## config.mk

```make
export PLATFORM = sky130hd
export DESIGN_NAME = failsafe_diag_regs
export DESIGN_NICKNAME = d
export VERILOG_FILES = /design/src/pkg/nvm_cfg_pkg.sv /design/src/logic/cfg_reg.sv /design/src/logic/ahb_front.sv /design/src/logic/failsafe_diag_regs.sv
export SDC_FILE = /design/constraint.sdc
export NUM_CORES = 1
export LEC_CHECK = 0
export BUFFER_PORTS_ARGS = -buffer_cell sky130_fd_sc_hd__clkbuf_2
export CORE_AREA = 3 3 116 62
export CTS_CLUSTER_DIAMETER = 50
export DETAILED_ROUTE_END_ITERATION = 8
export DIE_AREA = 0 0 119 65
export PLACE_DENSITY = 0.79
export SYNTH_ARGS = -nofsm -noshare
export SYNTH_HDL_FRONTEND = slang
export SYNTH_SLANG_ARGS = --single-unit
```

## constraint.sdc

```tcl
create_clock -name REF_CLK_I -period 2.4 [get_ports REF_CLK_I]
set_clock_uncertainty 0.05 [all_clocks]
set_input_delay 0.12 -clock REF_CLK_I [delete_from_list [all_inputs] [get_ports REF_CLK_I]]
set_output_delay 0.12 -clock REF_CLK_I [all_outputs]
set_load 0.02 [all_outputs]
```

## src/pkg/nvm_cfg_pkg.sv

```systemverilog
// Constants, register map and address decode for the fail-safe and diagnostics
// enable register bank.
// Assumes a 32-bit AHB-Lite register bus with one aligned word per register.

package nvm_cfg_pkg;

    // ------------------------------------------------------------------------
    // Widths and sizes
    // ------------------------------------------------------------------------
    localparam int NUM_REGS = 6;
    localparam int DATA_W = 8;
    localparam int ADDR_W = 12;
    localparam int HDATA_W = 32;
    localparam int NUM_CH = 12;
    localparam int SLOT_W = 3;

    // ------------------------------------------------------------------------
    // Register indices; the byte address is four times the index
    // ------------------------------------------------------------------------
    localparam logic [9:0] IDX_SAFE0_LO = 10'h0c0;
    localparam logic [9:0] IDX_SAFE0_HI = 10'h0c1;
    localparam logic [9:0] IDX_SAFE1_LO = 10'h0c2;
    localparam logic [9:0] IDX_SAFE1_HI = 10'h0c3;
    localparam logic [9:0] IDX_DIAG_LO = 10'h0c4;
    localparam logic [9:0] IDX_DIAG_HI = 10'h0c5;

    // ------------------------------------------------------------------------
    // Slots of the bank, in index order
    // ------------------------------------------------------------------------
    localparam logic [2:0] SLOT_SAFE0_LO = 3'h0;
    localparam logic [2:0] SLOT_SAFE0_HI = 3'h1;
    localparam logic [2:0] SLOT_SAFE1_LO = 3'h2;
    localparam logic [2:0] SLOT_SAFE1_HI = 3'h3;
    localparam logic [2:0] SLOT_DIAG_LO = 3'h4;
    localparam logic [2:0] SLOT_DIAG_HI = 3'h5;

    // ------------------------------------------------------------------------
    // Values after reset and writable bits
    // ------------------------------------------------------------------------
    localparam logic [7:0] RST_SAFE0_LO = 8'h00;
    localparam logic [7:0] RST_SAFE0_HI = 8'h00;
    localparam logic [7:0] RST_SAFE1_LO = 8'hff;
    localparam logic [7:0] RST_SAFE1_HI = 8'h0f;
    localparam logic [7:0] RST_DIAG_LO = 8'hff;
    localparam logic [7:0] RST_DIAG_HI = 8'h0f;
    localparam logic [7:0] WMASK_FULL = 8'hff;
    localparam logic [7:0] WMASK_NIBBLE = 8'h0f;

    localparam logic [7:0] RESET_TAB [NUM_REGS] = '{
        RST_SAFE0_LO, RST_SAFE0_HI, RST_SAFE1_LO, RST_SAFE1_HI, RST_DIAG_LO, RST_DIAG_HI
    };
    localparam logic [7:0] WMASK_TAB [NUM_REGS] = '{
        WMASK_FULL, WMASK_NIBBLE, WMASK_FULL, WMASK_NIBBLE, WMASK_FULL, WMASK_NIBBLE
    };

    // ------------------------------------------------------------------------
    // Bus encodings
    // ------------------------------------------------------------------------
    localparam logic HRESP_OKAY = 1'b0;
    localparam logic [1:0] BYTE_OFS_ZERO = 2'h0;

    // Maps a byte address to {hit, slot}; misaligned or outside the bank misses.
    function automatic logic [3:0] addr_slot(input logic [ADDR_W-1:0] addr);
        logic [9:0] idx;
        logic [9:0] ofs;
        idx = addr[ADDR_W-1:2];
        ofs = idx - IDX_SAFE0_LO;
        if ((addr[1:0] == BYTE_OFS_ZERO) && (idx >= IDX_SAFE0_LO) && (idx <= IDX_DIAG_HI)) begin
            addr_slot = {1'b1, ofs[SLOT_W-1:0]};
        end else begin
            addr_slot = 4'h0;
        end
    endfunction

endpackage

```

## src/logic/cfg_reg.sv

```systemverilog
// One byte-wide configuration register with a mask of writable bits.
// Assumes the write strobe is a single-cycle pulse on the same clock.

`timescale 1ns/1ps
`default_nettype none

module cfg_reg #(
    parameter logic [7:0] RESET_VAL = 8'h00,
    parameter logic [7:0] WMASK = 8'hff
) (
    // Clock and reset
    input wire logic clk_i,
    input wire logic rst_n_i,
    // Write side
    input wire logic wr_en_i,
    input wire logic [7:0] wr_data_i,
    // Value
    output logic [7:0] q_o,
    output logic [7:0] next_o
);

    logic [7:0] q;
    logic [7:0] next_q;

    // ------------------------------------------------------------------------
    // Next value
    // ------------------------------------------------------------------------
    // Bits outside the mask never take a written value and stay at zero.
    always_comb begin
        next_q = q;
        if (wr_en_i) begin
            next_q = wr_data_i & WMASK;
        end
    end

    always_ff @(posedge clk_i or negedge rst_n_i) begin
        if (!rst_n_i) begin
            q <= RESET_VAL;
        end else begin
            q <= next_q;
        end
    end

    assign q_o = q;
    assign next_o = next_q;

endmodule // cfg_reg

`default_nettype wire

```

## src/logic/ahb_front.sv

```systemverilog
// Address-phase capture of an AHB-Lite slave with no wait states.
// Assumes a single master; the slave's ready is the bus's ready.

`timescale 1ns/1ps
`default_nettype none

module ahb_front #(
    parameter int ADDR_W = nvm_cfg_pkg::ADDR_W
) (
    // Clock and reset
    input wire logic clk_i,
    input wire logic rst_n_i,
    // Address phase
    input wire logic hsel_i,
    input wire logic [1:0] htrans_i,
    input wire logic hwrite_i,
    input wire logic [ADDR_W-1:0] haddr_i,
    input wire logic hready_i,
    // Decoded transfer
    output logic take_o,
    output logic wr_pend_o,
    output logic [2:0] wr_slot_o
);

    logic wr_pend;
    logic [2:0] wr_slot;
    logic next_wr_pend;
    logic [2:0] next_wr_slot;
    logic [3:0] dec;

    // ------------------------------------------------------------------------
    // Address phase decode
    // ------------------------------------------------------------------------
    // A transfer is taken on any selected NONSEQ or SEQ with the bus ready.
    always_comb begin
        take_o = hsel_i && htrans_i[1] && hready_i;
        dec = nvm_cfg_pkg::addr_slot(haddr_i);
        next_wr_pend = take_o && hwrite_i && dec[3];
        next_wr_slot = take_o ? dec[2:0] : wr_slot;
    end

    always_ff @(posedge clk_i or negedge rst_n_i) begin
        if (!rst_n_i) begin
            wr_pend <= 1'b0;
            wr_slot <= 3'h0;
        end else begin
            wr_pend <= next_wr_pend;
            wr_slot <= next_wr_slot;
        end
    end

    assign wr_pend_o = wr_pend;
    assign wr_slot_o = wr_slot;

endmodule // ahb_front

`default_nettype wire

```

## src/logic/failsafe_diag_regs.sv

```systemverilog
// Bank of fail-safe channel enables and diagnostics enables for twelve channels,
// reached over AHB-Lite and driven out as per-channel enable vectors.
// Assumes one AHB-Lite master on REF_CLK_I and a single-slave bus.
//
// How it works
// RULE_01: Index C1h bits 3..0 enable channels 11..8 in fail-safe state 0, reset off.
// RULE_02: Index C2h bit n enables channel n in fail-safe state 1, reset all on.
// RULE_03: Index C3h bits 3..0 enable channels 11..8 in fail-safe state 1, reset on.
// RULE_04: Index C4h bit n enables diagnostics on channel n, reset all on.
// RULE_05: Every enable bit reads 0 for disabled and 1 for enabled.
// RULE_06: Upper nibble of both upper fail-safe registers reads zero, writes ignored.
// RULE_07: Index C0h bit n enables channel n in fail-safe state 0, reset off.
// RULE_08: Index C5h bits 3..0 enable diagnostics on channels 8..11, reset on; the code maps bit 3 to channel 11 and bit 0 to channel 8.
//
// The implementer's own choice: the AHB-Lite slave port.

`timescale 1ns/1ps
`default_nettype none

module failsafe_diag_regs #(
    parameter int ADDR_W = nvm_cfg_pkg::ADDR_W
) (
    // Clock and reset
    input wire logic REF_CLK_I,
    input wire logic RST_N_I,
    // AHB-Lite slave
    input wire logic HSEL_I,
    input wire logic [1:0] HTRANS_I,
    input wire logic HWRITE_I,
    input wire logic [2:0] HSIZE_I,
    input wire logic [ADDR_W-1:0] HADDR_I,
    input wire logic [31:0] HWDATA_I,
    input wire logic HREADY_I,
    output logic [31:0] HRDATA_O,
    output logic HREADYOUT_O,
    output logic HRESP_O,
    // Channel enables
    output logic [11:0] SAFE0_EN_O,
    output logic [11:0] SAFE1_EN_O,
    output logic [11:0] DIAG_ON_O
);

    localparam int NR = nvm_cfg_pkg::NUM_REGS;

    logic take;
    logic wr_pend;
    logic [2:0] wr_slot;
    logic [7:0] reg_q [NR];
    logic [7:0] reg_next [NR];
    logic [NR-1:0] wr_en;
    logic [31:0] rdata;
    logic [31:0] next_rdata;
    logic [3:0] rd_dec;

    // ------------------------------------------------------------------------
    // Bus front end
    // ------------------------------------------------------------------------
    ahb_front #(
        .ADDR_W(ADDR_W)
    ) u_front (
        .clk_i(REF_CLK_I),
        .rst_n_i(RST_N_I),
        .hsel_i(HSEL_I),
        .htrans_i(HTRANS_I),
        .hwrite_i(HWRITE_I),
        .haddr_i(HADDR_I),
        .hready_i(HREADY_I),
        .take_o(take),
        .wr_pend_o(wr_pend),
        .wr_slot_o(wr_slot)
    );

    // The bank never stalls and never signals an error, whatever the address.
    assign HREADYOUT_O = 1'b1;
    assign HRESP_O = nvm_cfg_pkg::HRESP_OKAY;

    // ------------------------------------------------------------------------
    // Write strobes
    // ------------------------------------------------------------------------
    // A write lands at the end of its data phase; unmapped writes were dropped.
    always_comb begin
        for (int i = 0; i < NR; i++) begin
            wr_en[i] = wr_pend && (wr_slot == i[2:0]);
        end
    end

    // ------------------------------------------------------------------------
    // Register bank
    // ------------------------------------------------------------------------
    // Reset values and writable masks come from per-slot tables. [RULE_05]
    for (genvar g = 0; g < NR; g++) begin : g_reg
        cfg_reg #(
            .RESET_VAL(nvm_cfg_pkg::RESET_TAB[g]), // [RULE_01] [RULE_02] [RULE_03] [RULE_04]
            .WMASK(nvm_cfg_pkg::WMASK_TAB[g])      // [RULE_06] [RULE_07] [RULE_08]
        ) u_reg (
            .clk_i(REF_CLK_I),
            .rst_n_i(RST_N_I),
            .wr_en_i(wr_en[g]),
            .wr_data_i(HWDATA_I[7:0]),
            .q_o(reg_q[g]),
            .next_o(reg_next[g])
        );
    end

    // ------------------------------------------------------------------------
    // Read data
    // ------------------------------------------------------------------------
    // Read data is captured at the address-phase edge from the next register
    // values, so a read right behind a write sees the written data.
    always_comb begin
        rd_dec = nvm_cfg_pkg::addr_slot(HADDR_I);
        next_rdata = rdata;
        if (take && !HWRITE_I) begin
            next_rdata = 32'h0;
            if (rd_dec[3]) begin
                next_rdata = {24'h0, reg_next[rd_dec[2:0]]}; // [RULE_06]
            end
        end
    end

    always_ff @(posedge REF_CLK_I or negedge RST_N_I) begin
        if (!RST_N_I) begin
            rdata <= 32'h0;
        end else begin
            rdata <= next_rdata;
        end
    end

    assign HRDATA_O = rdata;

    // ------------------------------------------------------------------------
    // Channel enable vectors
    // ------------------------------------------------------------------------
    // Bit n of each vector is channel n; 1 means enabled. [RULE_05]
    assign SAFE0_EN_O = {reg_q[nvm_cfg_pkg::SLOT_SAFE0_HI][3:0],
                         reg_q[nvm_cfg_pkg::SLOT_SAFE0_LO]}; // [RULE_01] [RULE_07]
    assign SAFE1_EN_O = {reg_q[nvm_cfg_pkg::SLOT_SAFE1_HI][3:0],
                         reg_q[nvm_cfg_pkg::SLOT_SAFE1_LO]}; // [RULE_02] [RULE_03]
    assign DIAG_ON_O = {reg_q[nvm_cfg_pkg::SLOT_DIAG_HI][3:0],
                        reg_q[nvm_cfg_pkg::SLOT_DIAG_LO]};   // [RULE_04] [RULE_08]

endmodule // failsafe_diag_regs

`default_nettype wire

```

## After elaboration in Yosys (flattened, before gate mapping)

Index checks and enable logic that the tools add are counted.

- Register bits after elaboration: 84
- Input port bits: 54
- Output and inout port bits: 70

- Add/subtract/negate cells: 1
- Magnitude comparators: 3
- Equal/unequal tests: 5
- Muxes and demuxes: 11
- Bitwise operators: 1
- Reduce and logical (&&, ||, !) cells: 16

Operators by type and width:

| cell | number |
|---|---|
| 8-bit two-way mux | 9 |
| 8-bit binary-select mux with 3-bit select | 1 |
| 1-bit logical AND | 13 |
| 10-bit by 8-bit >= comparator with 1-bit output, second input constant | 1 |
| 10-bit by 8-bit <= comparator with 1-bit output, second input constant | 1 |
| 3-bit by 2-bit equality test with 1-bit output, second input constant | 2 |
| 3-bit equality test, second input constant | 2 |
| 4-bit >= comparator, second input constant | 1 |
| 4-bit two-way mux | 1 |
| 3-bit inverter with 4-bit output | 1 |
| 3-bit by 1-bit equality test with 1-bit output, second input constant | 1 |
| 3-bit zero test | 1 |
| 3-bit by 1-bit subtractor with 3-bit output, second input constant | 1 |
| 2-bit zero test | 1 |
| 1-bit zero test | 1 |

## Logic depth before layout (Yosys ltp)

- Word-level depth: 9
- Mapped depth: 7
- Mapped depth without buffers: 5

## Cells and area by module

Synthesis repeated with hierarchy kept, for this count alone.

- Cells, all modules: 256
- Area, all modules: 3215.6 sq um

Modules (own cells, without submodules):

| module | times used | cells an instance | area each (sq um) | seq. area each (sq um) |
|---|---|---|---|---|
| failsafe_diag_regs | 1 | 137 | 1052.3 | 200.2 |
| cfg_reg at g_reg[2].u_reg ... | 2 | 17 | 341.6 | 210.2 |
| cfg_reg at g_reg[3].u_reg ... | 2 | 17 | 311.5 | 205.2 |
| cfg_reg at g_reg[0].u_reg | 1 | 17 | 331.6 | 200.2 |
| cfg_reg at g_reg[1].u_reg | 1 | 17 | 306.5 | 200.2 |
| ahb_front | 1 | 17 | 219.0 | 100.1 |

## Least setup slack after synthesis

OpenSTA, ideal clock, no wires.

- Path kind: register -> register
- From: reg u_front.wr_slot[0], in the netlist u_front.wr_slot_o[0]
- To: reg rdata[4], in the netlist HRDATA_O[4]
- Library setup time: 0.128 ns
- Arrival time: 1.800 ns
- Data required time: 2.222 ns
- Slack: 0.422 ns
- Stages on the path, launching flop included: 7
- Buffers on the path: 1
- Period minus slack after synthesis: 1.978 ns
- Cells stage by stage: dfrtp_1 -> buf_2 -> nor4b_4 -> mux2_2 -> mux2_2 -> o32ai_1 -> o21ai_1

- Word-level cells in the longest chain between the ends: 7
- Elaborated cells between the ends (all ways): 22
- Classes of those cells: 5 x eq/ne; 10 x mux; 7 x reduce/logical

RTL lines:

| what | line | text |
|---|---|---|
| start, declared | ahb_front.sv:26 | `logic [2:0] wr_slot;` |
| start signal, assigned | ahb_front.sv:48 | `wr_slot <= next_wr_slot;` |
| 3-bit zero test | failsafe_diag_regs.sv:83 | `wr_en[i] = wr_pend && (wr_slot == i[2:0]);` |
| 1-bit logical AND | failsafe_diag_regs.sv:83 |  |
| 8-bit two-way mux | cfg_reg.sv:31 | `if (wr_en_i) begin` |
| net g_reg[0].u_reg.next_o[4] | cfg_reg.sv:19 | `output logic [7:0] next_o` |
| 8-bit binary-select mux with 3-bit select | failsafe_diag_regs.sv:116 | `next_rdata = {24'h0, reg_next[rd_dec[2:0]]};` |
| 8-bit two-way mux (implied by the code) (2 in series) | failsafe_diag_regs.sv:116 |  |
| 8-bit two-way mux | failsafe_diag_regs.sv:115 | `if (rd_dec[3]) begin` |
| end signal, assigned | failsafe_diag_regs.sv:125 | `rdata <= next_rdata;` |
| end, declared | failsafe_diag_regs.sv:51 | `logic [31:0] rdata;` |

The timed path passes the listed nets, and every way through them passes these cells. The select of a mux whose other input is x is not followed.
A chain may end at the register's enable or synchronous reset.

## Worst setup path in the final report

- From: reg u_front.wr_slot[0], in the netlist u_front.wr_slot_o[0]
- To: reg rdata[5], in the netlist HRDATA_O[5]

- Word-level cells in the longest chain between the ends: 7
- Elaborated cells between the ends (all ways): 22
- Classes of those cells: 5 x eq/ne; 10 x mux; 7 x reduce/logical

RTL lines:

| what | line |
|---|---|
| 3-bit by 2-bit equality test with 1-bit output | failsafe_diag_regs.sv:83 |
| 1-bit logical AND | failsafe_diag_regs.sv:83 |
| 8-bit two-way mux | cfg_reg.sv:31 |
| net g_reg[2].u_reg.next_o[5] | cfg_reg.sv:19 |
| 8-bit binary-select mux with 3-bit select | failsafe_diag_regs.sv:116 |
| 8-bit two-way mux (implied by the code) (2 in series) | failsafe_diag_regs.sv:116 |
| 8-bit two-way mux | failsafe_diag_regs.sv:115 |

The timed path passes the listed nets, and every way through them passes these cells. The select of a mux whose other input is x is not followed.

==> impl_metrics.env <==
export IMPL_synthesis_area_um2=3010
export IMPL_num_rows=20
export IMPL_synth_xor_area_share_pct=0
export IMPL_root_buffer="clkbuf_16"
export IMPL_fin_setup_tns_ns=0
export IMPL_yosys_area_share_adder_pct=0
export IMPL_synth_distinct_cells=33
export IMPL_core_um2=6130
export IMPL_antenna_left=0
export IMPL_synth_top_area_share_pct=30.0
export IMPL_nFillCells=478
export IMPL_io_buffers=69
export IMPL_status="completed"
export IMPL_yosys_warnings=0
export IMPL_die_h_um=65
export IMPL_final_hold_viol_count=0
export IMPL_vdd_drop_max_v=0.000359
export IMPL_antenna_found_initial=0
export IMPL_wl_per_cell_um=16.3
export IMPL_dp_slack_ns=0.264
export IMPL_synth_mux_area_share_pct=19.5
export IMPL_die_x_um=119
export IMPL_required_ns=2.55
export IMPL_syn_inst=253
export IMPL_hold_depth=3
export IMPL_r2r_end="HRDATA_O[5]"
export IMPL_vias_per_cell=5.11
export IMPL_arrival_ns=2.30
export IMPL_wirelength_um=6860
export IMPL_synth_compound_area_share_pct=5.74
export IMPL_final_common_cell="clkbuf_2"
export IMPL_worstMarginPinSlew_ns=0.540
export IMPL_setup_ws_ns=0.252
export IMPL_synth_edff_count=0
export IMPL_dr_total_vias=2151
export IMPL_setup_violations_final=0
export IMPL_rsz0062_at_grt="false"
export IMPL_drt_iter0_markers=100
export IMPL_start_util_pct=49.0
export IMPL_power_density_nw_per_um2=678
export IMPL_period_share_pct=89.5
export IMPL_first_pass_iters=4
export IMPL_clock_fmax_mhz=466
export IMPL_syn_to_final_growth_pct=23.0
export IMPL_n_antenna_cell=0
export IMPL_r2r_start="u_front.wr_slot_o[0]"
export IMPL_ys_ff_latch=60
export IMPL_grt_max_degree=34
export IMPL_ioPinCount=124
export IMPL_final_cell_mix="clkbuf_2 (69), mux2_2 (46), dfrtp_1 (36)"
export IMPL_synth_top_family_by_area="multiplexers"
export IMPL_cts_resized=0
export IMPL_clk_latency_ns=0.33
export IMPL_reg2reg_depth=6
export IMPL_critPathLaunchType="flop"
export IMPL_yosys_area_share_simple_pct=12.2
export IMPL_synthTopCellsByArea="dfrtp_1 (30%), dfstp_2 (21%), mux2_2 (17%)"
export IMPL_hold_path_class="input pin to flop"
export IMPL_slew_headroom_pct=64.0
export IMPL_h_tree_depth=3
export IMPL_layout_nets=382
export IMPL_drv_slew=0
export IMPL_cts_buffers=9
export IMPL_maxCapViolCount=0
export IMPL_path_class="flop to flop"
export IMPL_regArea_um2=1530
export IMPL_multiInputGateArea_um2=1230
export IMPL_tritoncts="done"
export IMPL_hold_path_endpoint="u_front.wr_slot_o[2]"
export IMPL_async_flop_share_pct=100
export IMPL_place_hpwl_um=4960
export IMPL_drive_gt1_share_pct=54.4
export IMPL_p_leak_nw=1.88
export IMPL_grt_overflow=0
export IMPL_min_period_ns=2.15
export IMPL_syn_avg_cell_area_um2=11.9
export IMPL_hold_path_startpoint="HTRANS_I[1]"
export IMPL_synth_ff_type="dfrtp_1"
export IMPL_grt_use_total_pct=19.4
export IMPL_drc=0
export IMPL_grt_pass1_vias=2151
export IMPL_r2r_setup_slack_ns=0.25
export IMPL_endpoint_kind="flop"
export IMPL_yosysSeqAreaShare_pct=50.9
export IMPL_grt_pass1_wl_um=11400
export IMPL_cp_max_fo=7
export IMPL_cts_buffer_depth=2
export IMPL_gp_congestion=0.789
export IMPL_yosys_area_top_type="dfrtp_1"
export IMPL_path_clk_slew_ns=0.05
export IMPL_cts_sinks=60
export IMPL_dieArea_um2=7740
-- area by class of cell --
cell class / instances / share of cell area [%]
Inverter: 5 / 0.508
Sequential cell: 60 / 41.4
Clock inverter: 5 / 2.03
Clock buffer: 11 / 6.57
Timing Repair Buffer: 87 / 13.1
Tap cell: 88 / 2.98
Multi-Input combinational cell: 165 / 33.4
-- how the worst max path moves through the flow --
stage,start,to
6_report,u_front.wr_slot_o[0],HRDATA_O[5]
3_3_place_gp,u_front.wr_slot_o[0],HRDATA_O[6]
5_1_grt,u_front.wr_slot_o[0],HRDATA_O[6]
4_1_cts,u_front.wr_slot_o[0],HRDATA_O[4]
3_5_place_dp,u_front.wr_slot_o[0],HRDATA_O[4]
2_1_floorplan,u_front.wr_slot_o[0],HRDATA_O[4]
-- power by group --
part	internal [mW]	switching, mW
Combinational	0.0330	0.0910
Clock	0.929	0.424
Sequential	1.03	0.00420
Total	1.99	0.519
-- critical path: stages, from the launching register on --
cell,delay [ns]
dfrtp_1,0.48
nor4bb_2,0.39
buf_4,0.22
mux2_2,0.35
mux2_2,0.28
o32ai_1,0.14
o21ai_1,0.11
-- registers in the layout, summed over array words and instances (netlist names) --
name               cells
u_front.wr_pend_o      1
g.u_reg.q_o           48
u_front.wr_slot_o      3
HRDATA_O               8
-- per-stage QoR --
| stage | hold slack [ns] | instances | cell area, um2 | power, mW | utilization, % |
|---|---|---|---|---|---|
| after floorplan | -0.226 | 277 | 3100 | 1.15 | - |
| after global placement | 0.0925 | 403 | 3360 | 1.16 | 54.8 |
| after detailed placement | 0.104 | 403 | 3360 | 1.17 | 54.8 |
| after CTS | 0.0176 | 421 | 3700 | 2.52 | 60.3 |
| after global routing | 0.0277 | 421 | 3700 | 2.60 | 60.3 |
| final | 0.0218 | 421 | 3700 | 2.51 | 60.3 |
-- cell usage after synthesis (2+ instances only) --
library cell,number
o21ai_1,8
nand2_1,15
dfstp_2,24
nand2b_1,5
nor2_1,6
o22ai_1,4
nor4bb_1,2
nand4_1,3
buf_4,38
nor3_1,4
or2_2,4
a31oi_1,4
clkbuf_1,4
a21oi_1,4
dfrtp_1,36
nor2b_1,4
o21ai_0,3
o32ai_1,4
mux2_2,46
inv_1,5
mux2_1,6
and2_1,8
conb_1,2
buf_2,5
-- repair_timing --
item	CTS	global route
hold buffers	2	0
setup buffers	0	0
endpoints found under the hold margin	37	0
-- logic make-up after synthesis --
group                  count (synthesis)
buffers and inverters                 52
muxes                                 52
DFF                                   60
and+or+nand+nor                       59
other                                  2
AOI/OAI and AO/OA                     28
-- metal layers --
| layer | global-route usage [%] | part of all wire [%] | vias up |
|---|---|---|---|
| met1 | 24.9 | 42 | 1066 |
| met3 | 6.54 | 10 | 13 |
| li1 | - | - | 972 |
| met5 | 0 | 0 | - |
| met2 | 30.2 | 46 | 100 |
| met4 | 8.23 | 2.0 | 0 |
Power figures use the tool's default switching activity.
